**src/scm_pkg.sv**
```systemverilog
// Purpose: Shared constants and types for the module sideband control block.
// Assumes: 20 MHz clock; 8-bit management address and data.
// Notes:   Register offsets are word indices on the management port.
package scm_pkg;

   // Clock and timing
   localparam int unsigned CLK_PERIOD_NS = 50;
   localparam int unsigned T_RESET_MIN_NS = 10000;
   localparam int unsigned RESET_MIN_CYC =
      (T_RESET_MIN_NS + CLK_PERIOD_NS - 1) / CLK_PERIOD_NS;
   localparam int unsigned CLK_PER_MS_DEF = 1000000 / CLK_PERIOD_NS;
   localparam int unsigned T_INIT_MS_DEF = 2000;

   // Widths
   localparam int unsigned ADDR_W = 8;
   localparam int unsigned DATA_W = 8;
   localparam int unsigned FAULT_W = 4;
   localparam int unsigned FLAG_W = FAULT_W + 1;
   localparam int unsigned DIV_W = 16;
   localparam int unsigned MS_W = 12;
   localparam int unsigned QCNT_W = 16;

   // Register offsets
   localparam logic [ADDR_W-1:0] REG_STATUS = 8'h00;
   localparam logic [ADDR_W-1:0] REG_FLAGS = 8'h01;
   localparam logic [ADDR_W-1:0] REG_MASK = 8'h02;
   localparam logic [ADDR_W-1:0] REG_CONTROL = 8'h03;

   // Status fields
   localparam int unsigned ST_INIT_PENDING_BIT = 0;
   localparam int unsigned ST_LOW_POWER_BIT = 1;
   localparam int unsigned ST_RESET_HELD_BIT = 2;

   // Flag fields: bit 0 reset complete, faults above
   localparam int unsigned FLAG_RESET_DONE_BIT = 0;
   localparam int unsigned FLAG_FAULT_LSB = 1;

   // Control fields
   localparam int unsigned CTRL_FORCE_LP_BIT = 0;
   localparam int unsigned CTRL_W = 1;

   // Reset values
   localparam logic [FLAG_W-1:0] FLAGS_RST = 5'h00;
   localparam logic [FLAG_W-1:0] MASK_RST = 5'h00;
   localparam logic [CTRL_W-1:0] CTRL_RST = 1'h0;

   typedef enum logic [2:0] {
      SCM_RUN  = 3'b001,
      SCM_HOLD = 3'b010,
      SCM_INIT = 3'b100
   } scm_state_t;

endpackage

```
**src/scm_sideband_ctrl.sv**
```systemverilog
// Purpose: Sideband control and status of a pluggable transceiver module.
// Assumes: All pins synchronous to clk_i; management port is decoded 2-wire traffic.
// Notes:   Open-collector pins are split into level and output enable.
//
// Notes on behaviour
// - Select low lets management commands be taken and answered.
// - Select high ignores management traffic; no answer or data driven.
// - Undriven select reads as high through the internal pull-up.
// - Reset held longer than minimum resets module and restores user defaults.
// - Reset-complete timing starts at the rising edge ending the low level.
// - Completion shown by interrupt with initialization-pending flag cleared.
// - After power-up the completion interrupt is posted without a reset pulse.
// - Low-power request high puts module into its reduced-power state.
// - Presence pin tied low inside the module.
// - Interrupt pin low indicates fault or critical status.
// - Interrupt pin is open collector: pull low or release.
module scm_sideband_ctrl
#(
   parameter int unsigned CLK_PER_MS = scm_pkg::CLK_PER_MS_DEF,
   parameter int unsigned T_INIT_MS = scm_pkg::T_INIT_MS_DEF
)
(
   // Clock and power-on reset
   input wire logic clk_i,
   input wire logic rst_n_i,
   // Module select pin with pull-up
   input wire logic module_select_n_i,
   input wire logic module_select_drv_i,
   // Module reset pin with pull-up
   input wire logic module_reset_n_i,
   input wire logic module_reset_drv_i,
   // Low-power request pin
   input wire logic low_power_request_i,
   // Internal fault and critical status events
   input wire logic [scm_pkg::FAULT_W-1:0] fault_event_i,
   // Management access port
   input wire logic [scm_pkg::ADDR_W-1:0] mgmt_addr_i,
   input wire logic [scm_pkg::DATA_W-1:0] mgmt_wdata_i,
   input wire logic mgmt_write_i,
   input wire logic mgmt_read_i,
   output logic [scm_pkg::DATA_W-1:0] mgmt_rdata_o,
   output logic mgmt_ack_o,
   // Presence pin, open drain
   output logic module_present_n_o,
   output logic module_present_n_oe_o,
   // Interrupt pin, open collector
   output logic interrupt_out_n_o,
   output logic interrupt_out_n_oe_o,
   // Power control towards the optics
   output logic low_power_o,
   output logic init_pending_o
);
   import scm_pkg::*;

   localparam logic [DIV_W-1:0] DIV_LAST = DIV_W'(CLK_PER_MS - 1);
   localparam logic [MS_W-1:0] INIT_LAST = MS_W'(T_INIT_MS - 1);

   typedef struct packed {
      scm_state_t state;
      logic [DIV_W-1:0] div;
      logic [MS_W-1:0] ms;
      logic [FLAG_W-1:0] flags;
      logic [FLAG_W-1:0] mask;
      logic [CTRL_W-1:0] ctrl;
      logic [DATA_W-1:0] rdata;
      logic ack;
      logic init_pending;
      logic low_power;
      logic irq;
   } scm_state_bundle_t;

   scm_state_bundle_t s_q;
   scm_state_bundle_t s_d;

   // Pin levels after pull-ups
   logic select_n;
   logic reset_pin_n;
   logic selected;

   // Reset qualifier results
   logic rst_qualified;
   logic rst_released;

   // Timer compares and enable
   logic div_last;
   logic ms_last;
   logic ms_tick;
   logic done_event;

   // Management decode
   logic wr_en;
   logic rd_en;
   logic wr_flags;
   logic wr_mask;
   logic wr_ctrl;
   logic [DATA_W-1:0] status_word;
   logic [DATA_W-1:0] rd_mux;

   // Flag events
   logic [FLAG_W-1:0] flag_set;
   logic [FLAG_W-1:0] flag_clr;

   // Pull-ups on undriven pins
   assign select_n = module_select_drv_i ? module_select_n_i : 1'b1;
   assign reset_pin_n = module_reset_drv_i ? module_reset_n_i : 1'b1;
   assign selected = ~select_n;

   // Reset pulse length check
   scm_low_pulse_qual #(
      .MIN_CYCLES(RESET_MIN_CYC)
   ) u_reset_qual (
      .clk_i(clk_i),
      .rst_n_i(rst_n_i),
      .level_n_i(reset_pin_n),
      .qualified_o(rst_qualified),
      .released_o(rst_released)
   );

   // Access gating by select
   assign wr_en = mgmt_write_i & selected;
   assign rd_en = mgmt_read_i & selected;

   // Millisecond enable from divider
   assign div_last = (s_q.div == DIV_LAST);
   assign ms_last = (s_q.ms == INIT_LAST);
   assign ms_tick = (s_q.state == SCM_INIT) && div_last;

   // Completion of the init interval
   assign done_event = ms_tick && ms_last;

   // Write decode by register index
   always_comb
   begin
      wr_flags = 1'b0;
      wr_mask = 1'b0;
      wr_ctrl = 1'b0;
      if (wr_en)
      begin
         case (mgmt_addr_i)
            REG_FLAGS:
            begin
               wr_flags = 1'b1;
            end
            REG_MASK:
            begin
               wr_mask = 1'b1;
            end
            REG_CONTROL:
            begin
               wr_ctrl = 1'b1;
            end
            default:
            begin
               wr_flags = 1'b0;
            end
         endcase
      end
   end

   // Hardware sets and software clears of flags
   always_comb
   begin
      flag_set = '0;
      flag_set[FLAG_RESET_DONE_BIT] = done_event;
      flag_set[FLAG_FAULT_LSB +: FAULT_W] = fault_event_i;
      flag_clr = '0;
      if (wr_flags)
      begin
         flag_clr = mgmt_wdata_i[FLAG_W-1:0];
      end
   end

   // Status word
   always_comb
   begin
      status_word = '0;
      status_word[ST_INIT_PENDING_BIT] = s_q.init_pending;
      status_word[ST_LOW_POWER_BIT] = s_q.low_power;
      status_word[ST_RESET_HELD_BIT] = rst_qualified;
   end

   // Read multiplexer
   always_comb
   begin
      rd_mux = '0;
      case (mgmt_addr_i)
         REG_STATUS:
         begin
            rd_mux = status_word;
         end
         REG_FLAGS:
         begin
            rd_mux[FLAG_W-1:0] = s_q.flags;
         end
         REG_MASK:
         begin
            rd_mux[FLAG_W-1:0] = s_q.mask;
         end
         REG_CONTROL:
         begin
            rd_mux[CTRL_W-1:0] = s_q.ctrl;
         end
         default:
         begin
            rd_mux = '0;
         end
      endcase
   end

   // Next-state logic
   always_comb
   begin
      s_d = s_q;

      // Register reads answer one cycle later
      s_d.ack = rd_en;
      s_d.rdata = rd_en ? rd_mux : '0;

      // Writes to user settings
      if (wr_mask)
      begin
         s_d.mask = mgmt_wdata_i[FLAG_W-1:0];
      end
      if (wr_ctrl)
      begin
         s_d.ctrl = mgmt_wdata_i[CTRL_W-1:0];
      end

      // Set wins over clear
      s_d.flags = (s_q.flags & ~flag_clr) | flag_set;

      case (s_q.state)
         SCM_RUN:
         begin
            s_d.div = '0;
            s_d.ms = '0;
            if (rst_qualified)
            begin
               s_d.state = SCM_HOLD;
            end
         end
         SCM_HOLD:
         begin
            s_d.div = '0;
            s_d.ms = '0;
            if (rst_released)
            begin
               s_d.state = SCM_INIT;
            end
         end
         SCM_INIT:
         begin
            if (rst_qualified)
            begin
               s_d.state = SCM_HOLD;
               s_d.div = '0;
               s_d.ms = '0;
            end
            else if (ms_tick)
            begin
               s_d.div = '0;
               if (done_event)
               begin
                  s_d.state = SCM_RUN;
                  s_d.init_pending = 1'b0;
               end
               else
               begin
                  s_d.ms = s_q.ms + 1'b1;
               end
            end
            else
            begin
               s_d.div = s_q.div + 1'b1;
            end
         end
         default:
         begin
            s_d.state = SCM_INIT;
            s_d.div = '0;
            s_d.ms = '0;
            s_d.init_pending = 1'b1;
         end
      endcase

      // Full module reset restores user defaults
      if (rst_qualified)
      begin
         s_d.mask = MASK_RST;
         s_d.ctrl = CTRL_RST;
         s_d.flags = FLAGS_RST;
         s_d.init_pending = 1'b1;
      end

      // Reduced-power state
      s_d.low_power = low_power_request_i | s_q.ctrl[CTRL_FORCE_LP_BIT];

      // Interrupt from unmasked flags
      s_d.irq = |(s_d.flags & ~s_d.mask);
   end

   always_ff @(posedge clk_i)
   begin
      if (!rst_n_i)
      begin
         // Power-up begins an init interval
         s_q.state <= SCM_INIT;
         s_q.div <= '0;
         s_q.ms <= '0;
         s_q.flags <= FLAGS_RST;
         s_q.mask <= MASK_RST;
         s_q.ctrl <= CTRL_RST;
         s_q.rdata <= '0;
         s_q.ack <= 1'b0;
         s_q.init_pending <= 1'b1;
         s_q.low_power <= 1'b0;
         s_q.irq <= 1'b0;
      end
      else
      begin
         s_q <= s_d;
      end
   end

   // Management answers
   assign mgmt_rdata_o = s_q.rdata;
   assign mgmt_ack_o = s_q.ack;

   // Presence tied low inside the module
   assign module_present_n_o = 1'b0;
   assign module_present_n_oe_o = 1'b1;

   // Open-collector interrupt: pull low or release
   assign interrupt_out_n_o = 1'b0;
   assign interrupt_out_n_oe_o = s_q.irq;

   // Power and init status
   assign low_power_o = s_q.low_power;
   assign init_pending_o = s_q.init_pending;

endmodule

```
**src/scm_low_pulse_qual.sv**
```systemverilog
// Purpose: Qualifies an active-low pulse by its length.
// Assumes: Input already synchronous to clk_i.
// Notes:   Reports a held-long-enough level and the release edge after it.
module scm_low_pulse_qual
   import scm_pkg::*;
#(
   parameter int unsigned MIN_CYCLES = RESET_MIN_CYC
)
(
   // Clock and reset
   input wire logic clk_i,
   input wire logic rst_n_i,
   // Pin level
   input wire logic level_n_i,
   // Qualified results
   output logic qualified_o,
   output logic released_o
);
   import scm_pkg::*;

   typedef struct packed {
      logic [QCNT_W-1:0] cnt;
      logic qual;
      logic rel;
   } scm_qual_state_t;

   localparam logic [QCNT_W-1:0] MIN_CNT = QCNT_W'(MIN_CYCLES);
   localparam logic [QCNT_W-1:0] CNT_MAX = {QCNT_W{1'b1}};

   scm_qual_state_t s_q;
   scm_qual_state_t s_d;

   always_comb
   begin
      s_d = s_q;
      s_d.rel = 1'b0;
      if (!level_n_i)
      begin
         if (s_q.cnt != CNT_MAX)
         begin
            s_d.cnt = s_q.cnt + 1'b1;
         end
         // Strictly longer than the minimum
         if (s_q.cnt >= MIN_CNT)
         begin
            s_d.qual = 1'b1;
         end
      end
      else
      begin
         s_d.cnt = '0;
         s_d.qual = 1'b0;
         s_d.rel = s_q.qual;
      end
   end

   always_ff @(posedge clk_i)
   begin
      if (!rst_n_i)
      begin
         s_q <= '0;
      end
      else
      begin
         s_q <= s_d;
      end
   end

   assign qualified_o = s_q.qual;
   assign released_o = s_q.rel;

endmodule

```
**config.mk**
```make
export PLATFORM = sky130hd
export DESIGN_NAME = scm_sideband_ctrl
export DESIGN_NICKNAME = d
export VERILOG_FILES = /design/src/scm_pkg.sv /design/src/scm_sideband_ctrl.sv /design/src/scm_low_pulse_qual.sv
export SDC_FILE = /design/constraint.sdc
export NUM_CORES = 1
export LEC_CHECK = 0
export BUFFER_PORTS_ARGS = -buffer_cell sky130_fd_sc_hd__buf_2
export CORE_ASPECT_RATIO = 0.75
export CORE_MARGIN = 2
export CORE_UTILIZATION = 40
export DETAILED_ROUTE_END_ITERATION = 7
export HOLD_SLACK_MARGIN = 0.15
export PLACE_DENSITY_LB_ADDON = 0.08
export SLEW_MARGIN = 20
export SYNTH_ARGS = -nofsm -noshare
export SYNTH_HDL_FRONTEND = slang
export SYNTH_SLANG_ARGS = --single-unit
```
**constraint.sdc**
```tcl
create_clock -name clk_i -period 2.1 [get_ports clk_i]
set_clock_uncertainty 0.15 [all_clocks]
set_input_delay 0.315 -clock clk_i [delete_from_list [all_inputs] [get_ports clk_i]]
set_output_delay 0.315 -clock clk_i [all_outputs]
set_load 0.1 [all_outputs]
```
==> flow_summary_export.csv <==
group,metric,value,unit
critical_path,crit_fanout,4,
run_status,status,"complete, but fails checks",
die,die_x,107,um
pwr,p_comb_share,7.9,%
cts,htreeDepth,3,
grt,grt_pass1_vias,2480,
drt,via_count,2795,
cts,clock_latency,340,ps
worst_hold_path,min_to,"s_q[20]$_SDFF_PN0_",
pwr,power.static_leakage,1.64,nW
synthesis,yosys_warnings,0,
finish,seq_area,1390,um^2
synthesis,yosysSeqAreaShare,43.5,%
finish,n_fill_cell,758,
synthesis,synth.top_cells.by_count,"69 x dfxtp_1, 61 x nor2_1, 29 x nand2_1, 21 x nand3_1, 21 x xor2_1",
critical_path,critPathLaunchType,"flop",
finish,insertedDiodeCount,0,
die,io_pins,44,
pwr,power,2.61,mW
sta,fmax,456,MHz
sta,slew_viol_final,0,
critical_path,r2r-start,"s_q[50]$_SDFF_PN0_",
sta,setup_violations,12,
drt,via_per_inst,4.93,
die,rows,28,
sta,rsz0062_at_grt,"true",
sta,setup_ws,-93.3,ps
place,port_buffers,34,
critical_path,crit_chain,"or4_4 -> nor4_4 -> and2_4 -> nand2_2 -> or3_1 -> a21oi_1",
pwr,power_switching,0.632,mW
finish,layout.cells.non_filler,567,
finish,syn2layout_area_growth,31.5,%
cts,cts_root_buf,"clkbuf_8",
pwr,power.share.clock,41.1,%
synthesis,netlist_top_cells_area,"dfxtp_1 43%, nor2_1 7.2%, xor2_1 5.8%",
synthesis,syn_area_per_cell,8.61,um^2
finish,num-nets-final,490,
synthesis,ys_types,50,
critical_path,path_class,"reg2reg",
finish,multi_input_area,1780,um^2
cts,numClockSinks,69,
synthesis,synth-edff-count,0,
grt,grt_overflow,0,
pwr,p_sw_share,24.2,%
job,max-cap-violations,0,
critical_path,worstRegToRegCells,6,
synthesis,yosysTopAreaCellShare,43.5,%
place,dp_hpwl,4950,um
synthesis,yosys.area.top_type,"dfxtp_1",
cts,cts_tree,"yes",
critical_path,worst_r2r_endpoint,"s_q[34]$_SDFFE_PN0P_",
worst_hold_path,worstHoldPathType,"in2reg",
die,initial_utilization,40.7,%
finish,drive_gt1_share,27.7,%
die,die_area,8680,um^2
synthesis,ys_seq_elements,69,
critical_path,r2r_setup_slack,-90,ps
grt,grt_max_degree,15,
synthesis,synth.most_common_cell,"dfxtp_1",
sta,period_share,104,%
critical_path,required,2220,ps
cts,path_clk_slew,80,ps
critical_path,end_kind,"flop",
drt,ant_nets,0,
place,place_inst,537,
grt,globalRouteTotalUtil,16.9,%
synthesis,yosys_most_used_dff,"dfxtp_1",
grt,antenna_found_initial,0,
place,gp_congestion,0.812,
synthesis,syn-cell-area,3180,um^2
sta,hold_ws,170,ps
place,pre_cts_slack,-91.7,ps
critical_path,worstPathArrival,2310,ps
synthesis,netlist_instances,369,
die,design.core.area,7810,um^2
worst_hold_path,min_path_cells,4,
sta,fin_crit,2190,ps
critical_path,crit_buf_inv,0,
pwr,internal-power,1.98,mW
critical_path,crit_family,"simple AND/OR/NAND/NOR gates",
critical_path,slowest_stage,"or4_4",
sta,hold_viol,0,
drt,drt_iter0_markers,99,
cts,cts_buffers,9,
drt,dr.pass1.iters,4,
pwr,seqPwrFrac,51.0,%
grt,grt_pass1_wl,11600,um
worst_hold_path,min-delay-start,"mgmt_wdata_i[2]",
drt,wl,6960,um
die,die_h,81.2,um
run_status,violations,"negative setup slack",
pwr,power_density,624,nW/um^2
finish,final_util,53.5,%
critical_path,cpPeakStageDelay,560,ps
synthesis,synthArstFlopShare,0,%
drt,wire_per_inst,12.3,um
drt,drc_errors,0,
pwr,ir_worst_vdd,269,uV
cts,cts_max_path_buffers,2,
final cells by class:
| type | count | share of cell area, % |
|---|---|---|
| clock inverter | 4 | 1.14 |
| sequential | 69 | 33.2 |
| multi-input combinational | 278 | 42.5 |
| clock buffer | 12 | 3.47 |
| inverter | 4 | 0.359 |
| tap | 105 | 3.14 |
| timing repair buffer | 95 | 16.2 |
registers in the layout, summed over array words and instances (netlist names):
| signal | count |
|---|---|
| s_q | 42 |
| u_reset_qual.s_q | 16 |
| mgmt_rdata_o | 5 |
| init_pending_o | 1 |
| interrupt_out_n_oe_o | 1 |
| low_power_o | 1 |
| mgmt_ack_o | 1 |
| u_reset_qual.qualified_o | 1 |
| u_reset_qual.released_o | 1 |
worst reg2reg max path, cell delays in order, from the launching register on:
cell and delay, ps:
dfxtp_2 330, or4_4 560, nor4_4 310, and2_4 220, nand2_2 60, or3_1 380
a21oi_1 120
worst max-delay path by stage:
stage / startpoint / to / cells after the start
after floorplan: s_q[48]$_SDFF_PN0_ / s_q[34]$_SDFFE_PN0P_ / 7
after detailed placement: s_q[48]$_SDFF_PN0_ / s_q[34]$_SDFFE_PN0P_ / 6
final: s_q[50]$_SDFF_PN0_ / s_q[34]$_SDFFE_PN0P_ / 6
after global routing: s_q[50]$_SDFF_PN0_ / s_q[30]$_SDFFE_PN0P_ / 7
after global placement: mgmt_addr_i[5] / interrupt_out_n_oe_o$_SDFF_PN0_ / 7
after CTS: s_q[48]$_SDFF_PN0_ / s_q[30]$_SDFFE_PN0P_ / 6
cell usage in the layout, fill, tap and decap left out, types with 3 or more instances in the layout:
master	count
o21ai_2	3
ha_1	4
o21ai_0	6
or3_1	5
dfxtp_2	4
clkbuf_8	10
dlygate4sd3_1	11
nor3_1	4
a22oi_1	3
inv_1	4
a21oi_1	18
nand4_1	11
nand3_1	21
nor4_2	3
nor2b_1	6
xor2_1	21
buf_4	47
buf_2	34
nor2_1	60
and3_1	6
conb_1	6
or4_4	3
dfxtp_1	65
xnor2_1	11
nand2b_1	7
nand2_1	27
and2_1	5
mux2i_1	6
power by group through the flow:
stage	logic, mW	clock network (mW)	registers, mW
CTS	0.206	1.12	1.33
detailed placement	0.191	0	1.36
finish	0.206	1.07	1.33
global route	0.223	1.17	1.33
global placement	0.190	0	1.36
floorplan	0.108	0	1.38
metal layers:
layer	vias to the layer above	GRT usage, %	wire [um]
met5	-	0	0
met4	0	4.29	55
met3	7	5.62	281
met2	42	25.2	2920
met1	1299	23.5	3700
li1	1447	-	-
kinds of logic (layout without fill, tap and decap cells):
group | count (synthesis) | count (layout) | share of synthesized area, %
AOI/OAI and AO/OA | 51 | 51 | 10.0
xor gates and xnor gates | 32 | 32 | 8.82
adders and majority gates | 4 | 4 | 1.58
buffers and inverters | 26 | 115 | 4.53
DFF | 69 | 69 | 43.5
muxes | 7 | 7 | 2.60
other | 2 | 6 | 0.236
and+or+nand+nor | 178 | 178 | 28.7
what timing repair did:
item | 4_1_cts | 5_1_grt
resized for setup | 8 | 19
buffers inserted | 0 | 3
hold buffers | 11 | 0
endpoints found under the setup margin | 10 | 31
pin swaps | 2 | 8
gates cloned | 0 | 0
hold endpoints to repair | 9 | 0
through the flow:
stage	TNS, ps	cell area, um^2
after global routing	-1770	4180
final	-572	4180
after detailed placement	-560	3750
after global placement	-570	3750
after floorplan	-26.6	3220
after CTS	-586	4080
Note: power is estimated with default switching activity, not from simulation.
